### src/verilog/clk_gate_regs.svh
// register offsets, field positions, reset values and timing counts
`ifndef CLK_GATE_REGS_SVH
`define CLK_GATE_REGS_SVH

// register byte offsets
`define REG_CTRL 8'h00
`define REG_SW_FREQ 8'h04
`define REG_WD_LOAD 8'h08
`define REG_WD_KICK 8'h0C
`define REG_STATUS 8'h10
`define REG_CMD 8'h14

// control fields
`define CTRL_WD_EN 0
`define CTRL_WD_TO_SW 1
`define CTRL_RST_ON_WD 2
`define CTRL_RST_ON_FREQ 3
`define CTRL_SW_EN 4
`define CTRL_RST 5'h00

// status fields
`define ST_FREQ_LSB 0
`define ST_STRAP_LSB 5
`define ST_LOW_RATE 10
`define ST_WD_EXP 11
`define ST_CMD_ERR 12
`define ST_STRAP_DONE 13

// command code fields
`define CMD_SINGLE 7
`define CMD_OFFS_MSB 6

// reset values
`define WD_LOAD_RST 16'hFFFF
`define SW_FREQ_RST 5'h00

// timing
`define CLK_PERIOD_NS 50
`define STRAP_WAIT_NS 500
`define STRAP_WAIT_CYC ((`STRAP_WAIT_NS + `CLK_PERIOD_NS - 1) / `CLK_PERIOD_NS)
`define RST_PULSE_NS 1000
`define RST_PULSE_CYC ((`RST_PULSE_NS + `CLK_PERIOD_NS - 1) / `CLK_PERIOD_NS)

// output half periods in hclk cycles
`define REF_HALF 4'h3
`define PERIPH_HALF 4'h2
`define FIXED48_HALF 4'h1
`define LOW24_HALF 4'h2
`define PROC_HALF_BASE 4'h1
`define GFX_HALF_BASE 4'h2

`endif

### src/verilog/clk_gate_pkg.sv
// types shared by the clock output gating control
package clk_gate_pkg;
   typedef enum logic [1:0] {
      RS_IDLE = 2'b01,
      RS_HOLD = 2'b10
   } rst_state_e;
   typedef logic [4:0] freq_sel_t;
endpackage

### src/verilog/strap_capture.sv
// strap sampling after reset release
`timescale 1ns/1ps
module strap_capture #(
   parameter int W = 6,
   parameter int WAIT = 10
) (
   // clock and reset
   input wire logic hclk,
   input wire logic hresetn,
   // strap pins
   input wire logic [W-1:0] pin_i,
   // captured values
   output logic [W-1:0] value_q,
   output logic done_q
);
   logic [W-1:0] s1_q;
   logic [W-1:0] s2_q;
   logic [15:0] cnt_q;
   logic [15:0] cnt_d;
   logic [W-1:0] value_d;
   logic done_d;

   // ****************************************
   // capture once, then hold until reset
   // ****************************************
   always_comb begin
      cnt_d = cnt_q;
      value_d = value_q;
      done_d = done_q;
      if (!done_q) begin
         if (cnt_q == 16'(WAIT)) begin
            value_d = s2_q;
            done_d = 1'b1;
         end else begin
            cnt_d = cnt_q + 16'h0001;
         end
      end
   end

   always_ff @(posedge hclk or negedge hresetn) begin
      if (!hresetn) begin
         s1_q <= '0;
         s2_q <= '0;
         cnt_q <= 16'h0000;
         value_q <= '0;
         done_q <= 1'b0;
      end else begin
         s1_q <= pin_i;
         s2_q <= s1_q;
         cnt_q <= cnt_d;
         value_q <= value_d;
         done_q <= done_d;
      end
   end
endmodule

### src/verilog/clk_group_gate.sv
// one gated output clock group with whole-cycle stop and restart
`timescale 1ns/1ps
module clk_group_gate #(
   parameter int COPIES = 1,
   parameter int HW = 4
) (
   // clock and reset
   input wire logic hclk,
   input wire logic hresetn,
   // control
   input wire logic halt_n_i,
   input wire logic [HW-1:0] half_i,
   // outputs
   output logic [COPIES-1:0] clk_q,
   output logic [COPIES-1:0] clk_n_q
);
   logic s1_q;
   logic s2_q;
   logic run_q;
   logic run_d;
   logic ph_q;
   logic ph_d;
   logic [HW-1:0] cnt_q;
   logic [HW-1:0] cnt_d;

   // ****************************************
   // divider; run changes only at a falling edge or while idle low
   // ****************************************
   always_comb begin
      run_d = run_q;
      ph_d = ph_q;
      cnt_d = cnt_q;
      if (!run_q) begin
         ph_d = 1'b0;
         cnt_d = '0;
         run_d = s2_q;
      end else if (cnt_q >= half_i - HW'(1)) begin
         cnt_d = '0;
         ph_d = ~ph_q;
         if (ph_q) begin
            run_d = s2_q;
         end
      end else begin
         cnt_d = cnt_q + HW'(1);
      end
   end

   always_ff @(posedge hclk or negedge hresetn) begin
      if (!hresetn) begin
         s1_q <= 1'b0;
         s2_q <= 1'b0;
         run_q <= 1'b0;
         ph_q <= 1'b0;
         cnt_q <= '0;
      end else begin
         s1_q <= halt_n_i;
         s2_q <= s1_q;
         run_q <= run_d;
         ph_q <= ph_d;
         cnt_q <= cnt_d;
      end
   end

   // ****************************************
   // output copies
   // ****************************************
   for (genvar i = 0; i < COPIES; i++) begin : g_copy
      always_ff @(posedge hclk or negedge hresetn) begin
         if (!hresetn) begin
            clk_q[i] <= 1'b0;
            clk_n_q[i] <= 1'b1;
         end else begin
            clk_q[i] <= ph_d;
            clk_n_q[i] <= ~ph_d;
         end
      end
   end
endmodule

### src/verilog/clock_output_gating_control.sv
// clock output gating, strap capture, watchdog and system reset control
//
// Notes on behaviour
// reference halt stops three reference, fixed 48 and selectable low outputs
// peripheral halt stops gated peripheral outputs zero to eight and early output
// graphics halt stops all three graphics port outputs
// processor halt stops the chipset processor clock pair
// free-running peripheral output is never gated by peripheral halt
// five strap pins pick processor and graphics frequency
// rate strap on gated peripheral pin zero picks 24 or 48 MHz
// system reset is open drain, only pulled low or released
// system reset may follow watchdog expiry or a software frequency change
// watchdog expiry moves outputs to strap or software frequency
// command bit 7 low is block access with offset zero; high is indexed
// straps sampled once after reset, held until next reset
// halt inputs synchronised; outputs stop and restart on whole cycles
//
// Register access over AHB-Lite and the address map were chosen for this implementation.
`timescale 1ns/1ps
`include "clk_gate_regs.svh"
module clock_output_gating_control
   import clk_gate_pkg::*;
#(
   parameter int WD_W = 16
) (
   // clock and reset
   input wire logic hclk,
   input wire logic hresetn,
   // ahb-lite slave
   input wire logic hsel,
   input wire logic [31:0] haddr,
   input wire logic [1:0] htrans,
   input wire logic hwrite,
   input wire logic [2:0] hsize,
   input wire logic [31:0] hwdata,
   input wire logic hready,
   output logic [31:0] hrdata,
   output logic hreadyout,
   output logic hresp,
   // halt inputs, active low
   input wire logic ref_clk_halt_n,
   input wire logic periph_clk_halt_n,
   input wire logic gfx_clk_halt_n,
   input wire logic proc_clk_halt_n,
   // strap-shared pins: 0 ref0, 1 ref1, 2 fixed48, 3 low, 4 free, 5 gated0
   input wire logic [5:0] strap_pin_i,
   output logic strap_pin_oe_n,
   // clock outputs
   output logic [2:0] ref_clk_out,
   output logic fixed_48_clk,
   output logic selectable_low_clk,
   output logic [8:0] periph_clk_gated,
   output logic periph_clk_early,
   output logic periph_clk_free,
   output logic [2:0] gfx_port_clk,
   output logic proc_clk_chipset_true,
   output logic proc_clk_chipset_comp,
   // open-drain system reset
   output logic sys_rst_n_o,
   output logic sys_rst_n_oe_n
);
   // ****************************************
   // declarations
   // ****************************************
   logic [5:0] strap_val;
   logic strap_done;
   freq_sel_t freq_strap_sel;
   logic low_speed_rate_strap;
   logic strap_oe_n_q;
   logic strap_oe_n_d;

   logic wr_pend_q;
   logic wr_pend_d;
   logic [7:0] wr_addr_q;
   logic [7:0] wr_addr_d;
   logic [31:0] hrdata_q;
   logic [31:0] hrdata_d;
   logic addr_ok;
   logic wr_ctrl;
   logic wr_freq;
   logic wr_load;
   logic wr_kick;
   logic wr_stat;
   logic wr_cmd;

   logic [4:0] ctrl_q;
   logic [4:0] ctrl_d;
   freq_sel_t sw_freq_q;
   freq_sel_t sw_freq_d;
   freq_sel_t act_freq_q;
   freq_sel_t act_freq_d;
   logic [WD_W-1:0] wd_load_q;
   logic [WD_W-1:0] wd_load_d;
   logic [WD_W-1:0] wd_cnt_q;
   logic [WD_W-1:0] wd_cnt_d;
   logic wd_exp_q;
   logic wd_exp_d;
   logic wd_fire;
   logic [7:0] cmd_q;
   logic [7:0] cmd_d;
   logic cmd_err_q;
   logic cmd_err_d;
   logic cmd_bad;
   logic freq_chg;
   logic boot_q;
   logic boot_d;

   rst_state_e rs_q;
   rst_state_e rs_d;
   logic [15:0] rcnt_q;
   logic [15:0] rcnt_d;
   logic rst_req;
   logic rst_oe_n_q;
   logic rst_oe_n_d;

   logic [3:0] proc_half;
   logic [3:0] gfx_half;
   logic [3:0] low_half;
   logic [2:0] ref_ph;
   logic ref_hold;
   logic [1:0] low_ph;

   // ****************************************
   // strap capture
   // ****************************************
   strap_capture #(
      .W(6),
      .WAIT(`STRAP_WAIT_CYC)
   ) u_strap (
      .hclk(hclk),
      .hresetn(hresetn),
      .pin_i(strap_pin_i),
      .value_q(strap_val),
      .done_q(strap_done)
   );

   assign freq_strap_sel = strap_val[4:0];
   assign low_speed_rate_strap = strap_val[5];

   // pins released for straps, then driven as clocks
   always_comb begin
      strap_oe_n_d = ~strap_done;
   end

   // ****************************************
   // ahb-lite decode
   // ****************************************
   assign addr_ok = hsel && htrans[1] && hready;
   assign wr_ctrl = wr_pend_q && (wr_addr_q == `REG_CTRL);
   assign wr_freq = wr_pend_q && (wr_addr_q == `REG_SW_FREQ);
   assign wr_load = wr_pend_q && (wr_addr_q == `REG_WD_LOAD);
   assign wr_kick = wr_pend_q && (wr_addr_q == `REG_WD_KICK);
   assign wr_stat = wr_pend_q && (wr_addr_q == `REG_STATUS);
   assign wr_cmd = wr_pend_q && (wr_addr_q == `REG_CMD);

   always_comb begin
      wr_pend_d = addr_ok && hwrite;
      wr_addr_d = haddr[7:0];
      hrdata_d = hrdata_q;
      if (addr_ok && !hwrite) begin
         hrdata_d = 32'h0000_0000;
         unique case (haddr[7:0])
            `REG_CTRL: hrdata_d[4:0] = ctrl_q;
            `REG_SW_FREQ: hrdata_d[4:0] = sw_freq_q;
            `REG_WD_LOAD: hrdata_d[WD_W-1:0] = wd_load_q;
            `REG_WD_KICK: hrdata_d[WD_W-1:0] = wd_cnt_q;
            `REG_STATUS: begin
               hrdata_d[`ST_FREQ_LSB +: 5] = act_freq_q;
               hrdata_d[`ST_STRAP_LSB +: 5] = freq_strap_sel;
               hrdata_d[`ST_LOW_RATE] = low_speed_rate_strap;
               hrdata_d[`ST_WD_EXP] = wd_exp_q;
               hrdata_d[`ST_CMD_ERR] = cmd_err_q;
               hrdata_d[`ST_STRAP_DONE] = strap_done;
            end
            `REG_CMD: hrdata_d[7:0] = cmd_q;
            default: hrdata_d = 32'h0000_0000;
         endcase
      end
   end

   // ****************************************
   // control, command code and frequency selection
   // ****************************************
   assign cmd_bad = !hwdata[`CMD_SINGLE] && (hwdata[`CMD_OFFS_MSB:0] != 7'h00);
   assign wd_fire = ctrl_q[`CTRL_WD_EN] && (wd_cnt_q == '0);

   always_comb begin
      ctrl_d = ctrl_q;
      sw_freq_d = sw_freq_q;
      act_freq_d = act_freq_q;
      wd_load_d = wd_load_q;
      cmd_d = cmd_q;
      cmd_err_d = cmd_err_q;
      boot_d = boot_q;
      freq_chg = 1'b0;
      if (wr_ctrl) begin
         ctrl_d = hwdata[4:0];
      end
      if (wr_load) begin
         wd_load_d = hwdata[WD_W-1:0];
      end
      if (wr_cmd) begin
         cmd_d = hwdata[7:0];
      end
      if (wr_stat && hwdata[`ST_CMD_ERR]) begin
         cmd_err_d = 1'b0;
      end
      if (wr_cmd && cmd_bad) begin
         cmd_err_d = 1'b1;
      end
      if (wr_freq) begin
         sw_freq_d = hwdata[4:0];
      end
      if (strap_done && !boot_q) begin
         act_freq_d = freq_strap_sel;
         boot_d = 1'b1;
      end else if (wd_fire) begin
         act_freq_d = ctrl_q[`CTRL_WD_TO_SW] ? sw_freq_q : freq_strap_sel;
      end else if (wr_freq && ctrl_q[`CTRL_SW_EN]) begin
         act_freq_d = hwdata[4:0];
         freq_chg = (hwdata[4:0] != act_freq_q);
      end
   end

   // ****************************************
   // watchdog
   // ****************************************
   always_comb begin
      wd_cnt_d = wd_cnt_q;
      wd_exp_d = wd_exp_q;
      if (wr_stat && hwdata[`ST_WD_EXP]) begin
         wd_exp_d = 1'b0;
      end
      if (!ctrl_q[`CTRL_WD_EN] || wr_kick || wr_ctrl) begin
         wd_cnt_d = wr_load ? hwdata[WD_W-1:0] : wd_load_q;
      end else if (wd_fire) begin
         wd_cnt_d = wd_load_q;
         wd_exp_d = 1'b1;
      end else begin
         wd_cnt_d = wd_cnt_q - WD_W'(1);
      end
   end

   // ****************************************
   // system reset pulse
   // ****************************************
   assign rst_req = (wd_fire && ctrl_q[`CTRL_RST_ON_WD])
      || (freq_chg && ctrl_q[`CTRL_RST_ON_FREQ]);

   always_comb begin
      rs_d = rs_q;
      rcnt_d = rcnt_q;
      unique case (rs_q)
         RS_IDLE: begin
            if (rst_req) begin
               rs_d = RS_HOLD;
               rcnt_d = 16'h0000;
            end
         end
         RS_HOLD: begin
            if (rcnt_q == 16'(`RST_PULSE_CYC - 1)) begin
               rs_d = RS_IDLE;
            end else begin
               rcnt_d = rcnt_q + 16'h0001;
            end
         end
         default: begin
            rs_d = RS_IDLE;
            rcnt_d = 16'h0000;
         end
      endcase
      rst_oe_n_d = (rs_d != RS_HOLD);
   end

   // ****************************************
   // state registers
   // ****************************************
   always_ff @(posedge hclk or negedge hresetn) begin
      if (!hresetn) begin
         wr_pend_q <= 1'b0;
         wr_addr_q <= 8'h00;
         hrdata_q <= 32'h0000_0000;
         ctrl_q <= `CTRL_RST;
         sw_freq_q <= `SW_FREQ_RST;
         act_freq_q <= `SW_FREQ_RST;
         wd_load_q <= WD_W'(`WD_LOAD_RST);
         wd_cnt_q <= WD_W'(`WD_LOAD_RST);
         wd_exp_q <= 1'b0;
         cmd_q <= 8'h00;
         cmd_err_q <= 1'b0;
         boot_q <= 1'b0;
         rs_q <= RS_IDLE;
         rcnt_q <= 16'h0000;
         rst_oe_n_q <= 1'b1;
         strap_oe_n_q <= 1'b1;
      end else begin
         wr_pend_q <= wr_pend_d;
         wr_addr_q <= wr_addr_d;
         hrdata_q <= hrdata_d;
         ctrl_q <= ctrl_d;
         sw_freq_q <= sw_freq_d;
         act_freq_q <= act_freq_d;
         wd_load_q <= wd_load_d;
         wd_cnt_q <= wd_cnt_d;
         wd_exp_q <= wd_exp_d;
         cmd_q <= cmd_d;
         cmd_err_q <= cmd_err_d;
         boot_q <= boot_d;
         rs_q <= rs_d;
         rcnt_q <= rcnt_d;
         rst_oe_n_q <= rst_oe_n_d;
         strap_oe_n_q <= strap_oe_n_d;
      end
   end

   assign hrdata = hrdata_q;
   assign hreadyout = 1'b1;
   assign hresp = 1'b0;
   assign sys_rst_n_o = 1'b0;
   assign sys_rst_n_oe_n = rst_oe_n_q;
   assign strap_pin_oe_n = strap_oe_n_q;

   // ****************************************
   // output clock groups
   // ****************************************
   assign proc_half = `PROC_HALF_BASE + {2'b00, act_freq_q[1:0]};
   assign gfx_half = `GFX_HALF_BASE + {1'b0, act_freq_q[4:2]};
   assign low_half = low_speed_rate_strap ? `LOW24_HALF : `FIXED48_HALF;

   clk_group_gate #(.COPIES(3), .HW(4)) u_ref (
      .hclk(hclk),
      .hresetn(hresetn),
      .halt_n_i(ref_clk_halt_n),
      .half_i(`REF_HALF),
      .clk_q(ref_clk_out),
      .clk_n_q()
   );

   clk_group_gate #(.COPIES(1), .HW(4)) u_fixed48 (
      .hclk(hclk),
      .hresetn(hresetn),
      .halt_n_i(ref_clk_halt_n),
      .half_i(`FIXED48_HALF),
      .clk_q(fixed_48_clk),
      .clk_n_q()
   );

   clk_group_gate #(.COPIES(1), .HW(4)) u_low (
      .hclk(hclk),
      .hresetn(hresetn),
      .halt_n_i(ref_clk_halt_n),
      .half_i(low_half),
      .clk_q(selectable_low_clk),
      .clk_n_q()
   );

   clk_group_gate #(.COPIES(10), .HW(4)) u_periph (
      .hclk(hclk),
      .hresetn(hresetn),
      .halt_n_i(periph_clk_halt_n),
      .half_i(`PERIPH_HALF),
      .clk_q({periph_clk_early, periph_clk_gated}),
      .clk_n_q()
   );

   clk_group_gate #(.COPIES(1), .HW(4)) u_free (
      .hclk(hclk),
      .hresetn(hresetn),
      .halt_n_i(1'b1),
      .half_i(`PERIPH_HALF),
      .clk_q(periph_clk_free),
      .clk_n_q()
   );

   clk_group_gate #(.COPIES(3), .HW(4)) u_gfx (
      .hclk(hclk),
      .hresetn(hresetn),
      .halt_n_i(gfx_clk_halt_n),
      .half_i(gfx_half),
      .clk_q(gfx_port_clk),
      .clk_n_q()
   );

   clk_group_gate #(.COPIES(1), .HW(4)) u_proc (
      .hclk(hclk),
      .hresetn(hresetn),
      .halt_n_i(proc_clk_halt_n),
      .half_i(proc_half),
      .clk_q(proc_clk_chipset_true),
      .clk_n_q(proc_clk_chipset_comp)
   );
endmodule

### config.mk
export PLATFORM = sky130hd
export DESIGN_NAME = clock_output_gating_control
export DESIGN_NICKNAME = d
export VERILOG_FILES = /design/src/verilog/clk_gate_pkg.sv /design/src/verilog/strap_capture.sv /design/src/verilog/clk_group_gate.sv /design/src/verilog/clock_output_gating_control.sv
export VERILOG_INCLUDE_DIRS = /design/src /design/src/verilog
export SDC_FILE = /design/constraint.sdc
export NUM_CORES = 1
export LEC_CHECK = 0
export CAP_MARGIN = 0
export CORE_MARGIN = 1.5
export CORE_UTILIZATION = 50
export DETAILED_ROUTE_END_ITERATION = 7
export DONT_BUFFER_PORTS = 1
export MAX_ROUTING_LAYER = met4
export PLACE_DENSITY = 0.61
export SYNTH_ARGS = -nofsm -noshare
export SYNTH_HDL_FRONTEND = slang
export SYNTH_SLANG_ARGS = --single-unit
### constraint.sdc
create_clock -name hclk -period 2.7 [get_ports hclk]
set_clock_uncertainty 0.1 [all_clocks]
set_input_delay 0 -clock hclk [delete_from_list [all_inputs] [get_ports hclk]]
set_output_delay 0 -clock hclk [all_outputs]
set_load 0.05 [all_outputs]
==> summary.txt <==
Status
  • Status: finished, violations left
  • Failing checks: hold timing

Critical path
  • Worst R2R End: act_freq_q[3]$_DFFE_PN0P_
  • FF-to-FF Start: wd_cnt_q[11]$_DFF_PN1_
  • Crit path kind: reg2reg
  • CP Max Fanout: 19
  • Cell count of the worst reg-to-reg path: 4
  • Worst EP required: 2920 ps
  • Worst path max stage delay: 700 ps
  • CP cell instances: or4_1 -> or4_4 -> o211ai_2 -> mux2_2
  • Worst path slowest cell: or4_4
  • Startpoint Class: flop
  • Crit end category: flop
  • Setup slack, reg-to-reg: 160 ps
  • Worst Path Arrival: 2760 ps

Clock network
  • Cts hold-fix bufs: 48
  • Clk Latency, worst-skew pair: 440 ps
  • CTS tree: built
  • Clk Tree Root Cell: clkbuf_16
  • Clock Sinks: 187
  • Worst-path clk slew: 70 ps
  • Post-CTS setup buffers: 0
  • Max Buffers Root-to-Sink: 2
  • Total CTS buffers: 17
  • Htree depth: 4

Placement
  • Post-DP HPWL: 14700 microns
  • GPL Wtd Cong: 0.906
  • Placed Area: 9590 sq um
  • Port buffer count: 0

Synthesis
  • Most numerous cell in the Yosys netlist: dfrtp_1
  • Post-synthesis cell area: 9400 sq um
  • Number of flops mapped to enable cells by yosys: 0
  • Mapped Cells: 893
  • Synth Flop Type: dfrtp_1
  • Cell taking the most area after synthesis: dfrtp_1
  • Asr flop ratio synth: 1.00
  • Yosys top cell area share: 0.402
  • Post-synthesis sequential area ratio: 0.502
  • Post-synth top cells: 151 x dfrtp_1, 55 x nand3_1, 53 x nor2_1
  • Syn_area_per_cell: 10.5 sq um
  • Dominant cells by area after synthesis: dfrtp_1 40%, dfstp_2 10%, mux2_2 6.2%
  • Ys Warns: 0
  • Distinct cells, synth: 66
  • #FFs+latches synth: 187

Die
  • # rows: 49
  • Die Ht: 140 microns
  • Initial core utilization: 0.516
  • Die ar.: 19600 sq um
  • # IOs: 142
  • Core area: 18200 sq um
  • Die W: 140 microns

GRT
  • Pin count of the biggest net entering global routing: 188
  • Vias in the first global route: 6876
  • All-Layer GR Usage: 0.239
  • GRT overflow: 0
  • Initial antenna violation count: 1
  • First-pass GRT wire length: 35700 microns

Routing
  • Via count: 6937
  • DR WL met2: 10200 microns
  • Antenna viol nets, final: 0
  • WL final: 21900 microns
  • DRT Pass-1 Iters: 5
  • WL met1: 9890 microns
  • 1st-iter DRT viols: 528
  • Vias per inst: 5.89
  • Max layer used: met4
  • Routed wire length on met3: 1390 microns
  • DRC Markers: 0
  • Routed length per instance: 18.6 microns

STA
  • RSZ-0062 raised after global routing: false
  • Max-slew headroom: 0.389
  • Post-route setup TNS: 0 ps
  • Final Max Slew Viols: 0
  • Final Cycle Share: 0.940
  • Final min period: 2540 ps
  • Final hold vios: 187
  • Final setup violation count: 0
  • F_max: 394 MHz
  • Slew at the pin closest to its max-slew limit: 916 ps
  • Hold Slack: -848 ps

Pwr
  • Power Dens Cells: 736 nW/um^2
  • Leakage: 4.58 nW
  • Peak supply drop: 0.582 mV

Final layout
  • Design area: 10700 sq um
  • Synth-to-layout area growth: 14.1%
  • Layout cells sized above 1: 0.168
  • # fillers: 1513
  • Final-stage net count: 1045

Min path
  • Hold crit path type: in2async

Run
  • Max Cap Violations: 0
worst max-delay path by stage:
stage	cells past startpoint	endpoint	start
global route	9	sys_rst_n_oe_n$_DFF_PN1_	wd_cnt_q[0]$_DFF_PN1_
finish	4	act_freq_q[3]$_DFFE_PN0P_	wd_cnt_q[11]$_DFF_PN1_
CTS	5	cmd_err_q$_DFFE_PN0P_	wr_addr_q[5]$_DFF_PN0_
floorplan	8	rcnt_q[8]$_DFFE_PN0P_	wd_cnt_q[0]$_DFF_PN1_
global placement	5	rcnt_q[8]$_DFFE_PN0P_	wd_cnt_q[11]$_DFF_PN1_
detailed placement	8	rcnt_q[14]$_DFFE_PN0P_	wd_cnt_q[0]$_DFF_PN1_
flip-flops by register name, indices dropped and copies added (netlist names), 4 cells and up:
register         count
u_ref.cnt_q          4
u_free.cnt_q         4
act_freq_q           5
u_strap.s2_q         6
u_low.cnt_q          4
cmd_q                8
u_strap.value_q      6
u_proc.cnt_q         4
ctrl_q               5
u_periph.cnt_q       4
wr_addr_q            8
hrdata              16
rcnt_q              16
sw_freq_q            5
wd_load_q           16
u_strap.s1_q         6
wd_cnt_q            16
u_gfx.cnt_q          4
u_strap.cnt_q       16
cell families after synthesis:
kind of cell | after synthesis | synth area share
AOI/OAI and AO/OA | 144 | 0.103
xor gates and xnor gates | 35 | 0.0326
adders and majority gates | 26 | 0.0346
buffers and inverters | 106 | 0.0569
DFF | 187 | 0.502
muxes | 70 | 0.0814
other | 2 | 0.000799
and+or+nand+nor | 323 | 0.189
stage by stage:
step / power, W / instances / setup slack [ps] / util
2_1_floorplan: 0.00501 / 916 / 336 / -
3_3_place_gp: 0.00512 / 1097 / 219 / 0.527
4_1_cts: 0.00797 / 1177 / 157 / 0.589
3_5_place_dp: 0.00519 / 1097 / 193 / 0.527
6_report: 0.00790 / 1178 / 162 / 0.590
5_1_grt: 0.00827 / 1178 / 19.7 / 0.590
final cells by class:
type / count / area, sq um / share of cell area
Tap cell: 229 / 287 / 0.0267
Clock inverter: 15 / 221 / 0.0206
Inverter: 33 / 124 / 0.0115
Antenna cell: 1 / 2.50 / 0.000233
Clock buffer: 17 / 425 / 0.0396
Timing Repair Buffer: 73 / 691 / 0.0643
Multi-Input combinational cell: 623 / 4260 / 0.396
Sequential cell: 187 / 4730 / 0.440
layout by cell type, fill, tap and decap left out, types with 8 or more instances in the layout:
cell type	instances
and2_1	19
nor2_1	53
a21oi_1	29
dfrtp_1	150
clkbuf_16	17
a22oi_1	9
mux2_2	52
ha_1	26
o21ai_0	42
mux2i_1	18
dfstp_2	36
nand4_1	21
nor3_1	24
nand2_1	47
and3_1	15
nor2b_1	13
nand3_1	55
inv_1	33
buf_4	24
dlygate4sd3_1	47
xnor2_1	25
nor4_1	17
o211ai_1	8
conb_1	25
or3_1	11
xor2_1	10
power by group:
group	internal (W)	switching, W
registers	0.00312	0.000436
logic	0.000575	0.00109
clock network	0.00144	0.00125
critical path, delay by kind of cell, from the launching register on:
kind / cells / cell delay [ps]
DFF: 1 / 400
AOI/OAI and AO/OA: 1 / 210
muxes: 1 / 380
and+or+nand+nor: 2 / 1320
per-layer routing:
layer | vias to the layer above | track usage
met3 | 29 | 0.0482
met1 | 3435 | 0.318
li1 | 3253 | -
met5 | - | -
met4 | 0 | 0.0776
met2 | 220 | 0.369
timing repair:
action | CTS | global route
gates resized for setup | 0 | 1
hold endpoints to repair | 279 | 187
endpoints found under the setup margin | 0 | 1
Note: power is estimated with default switching activity, not from simulation.
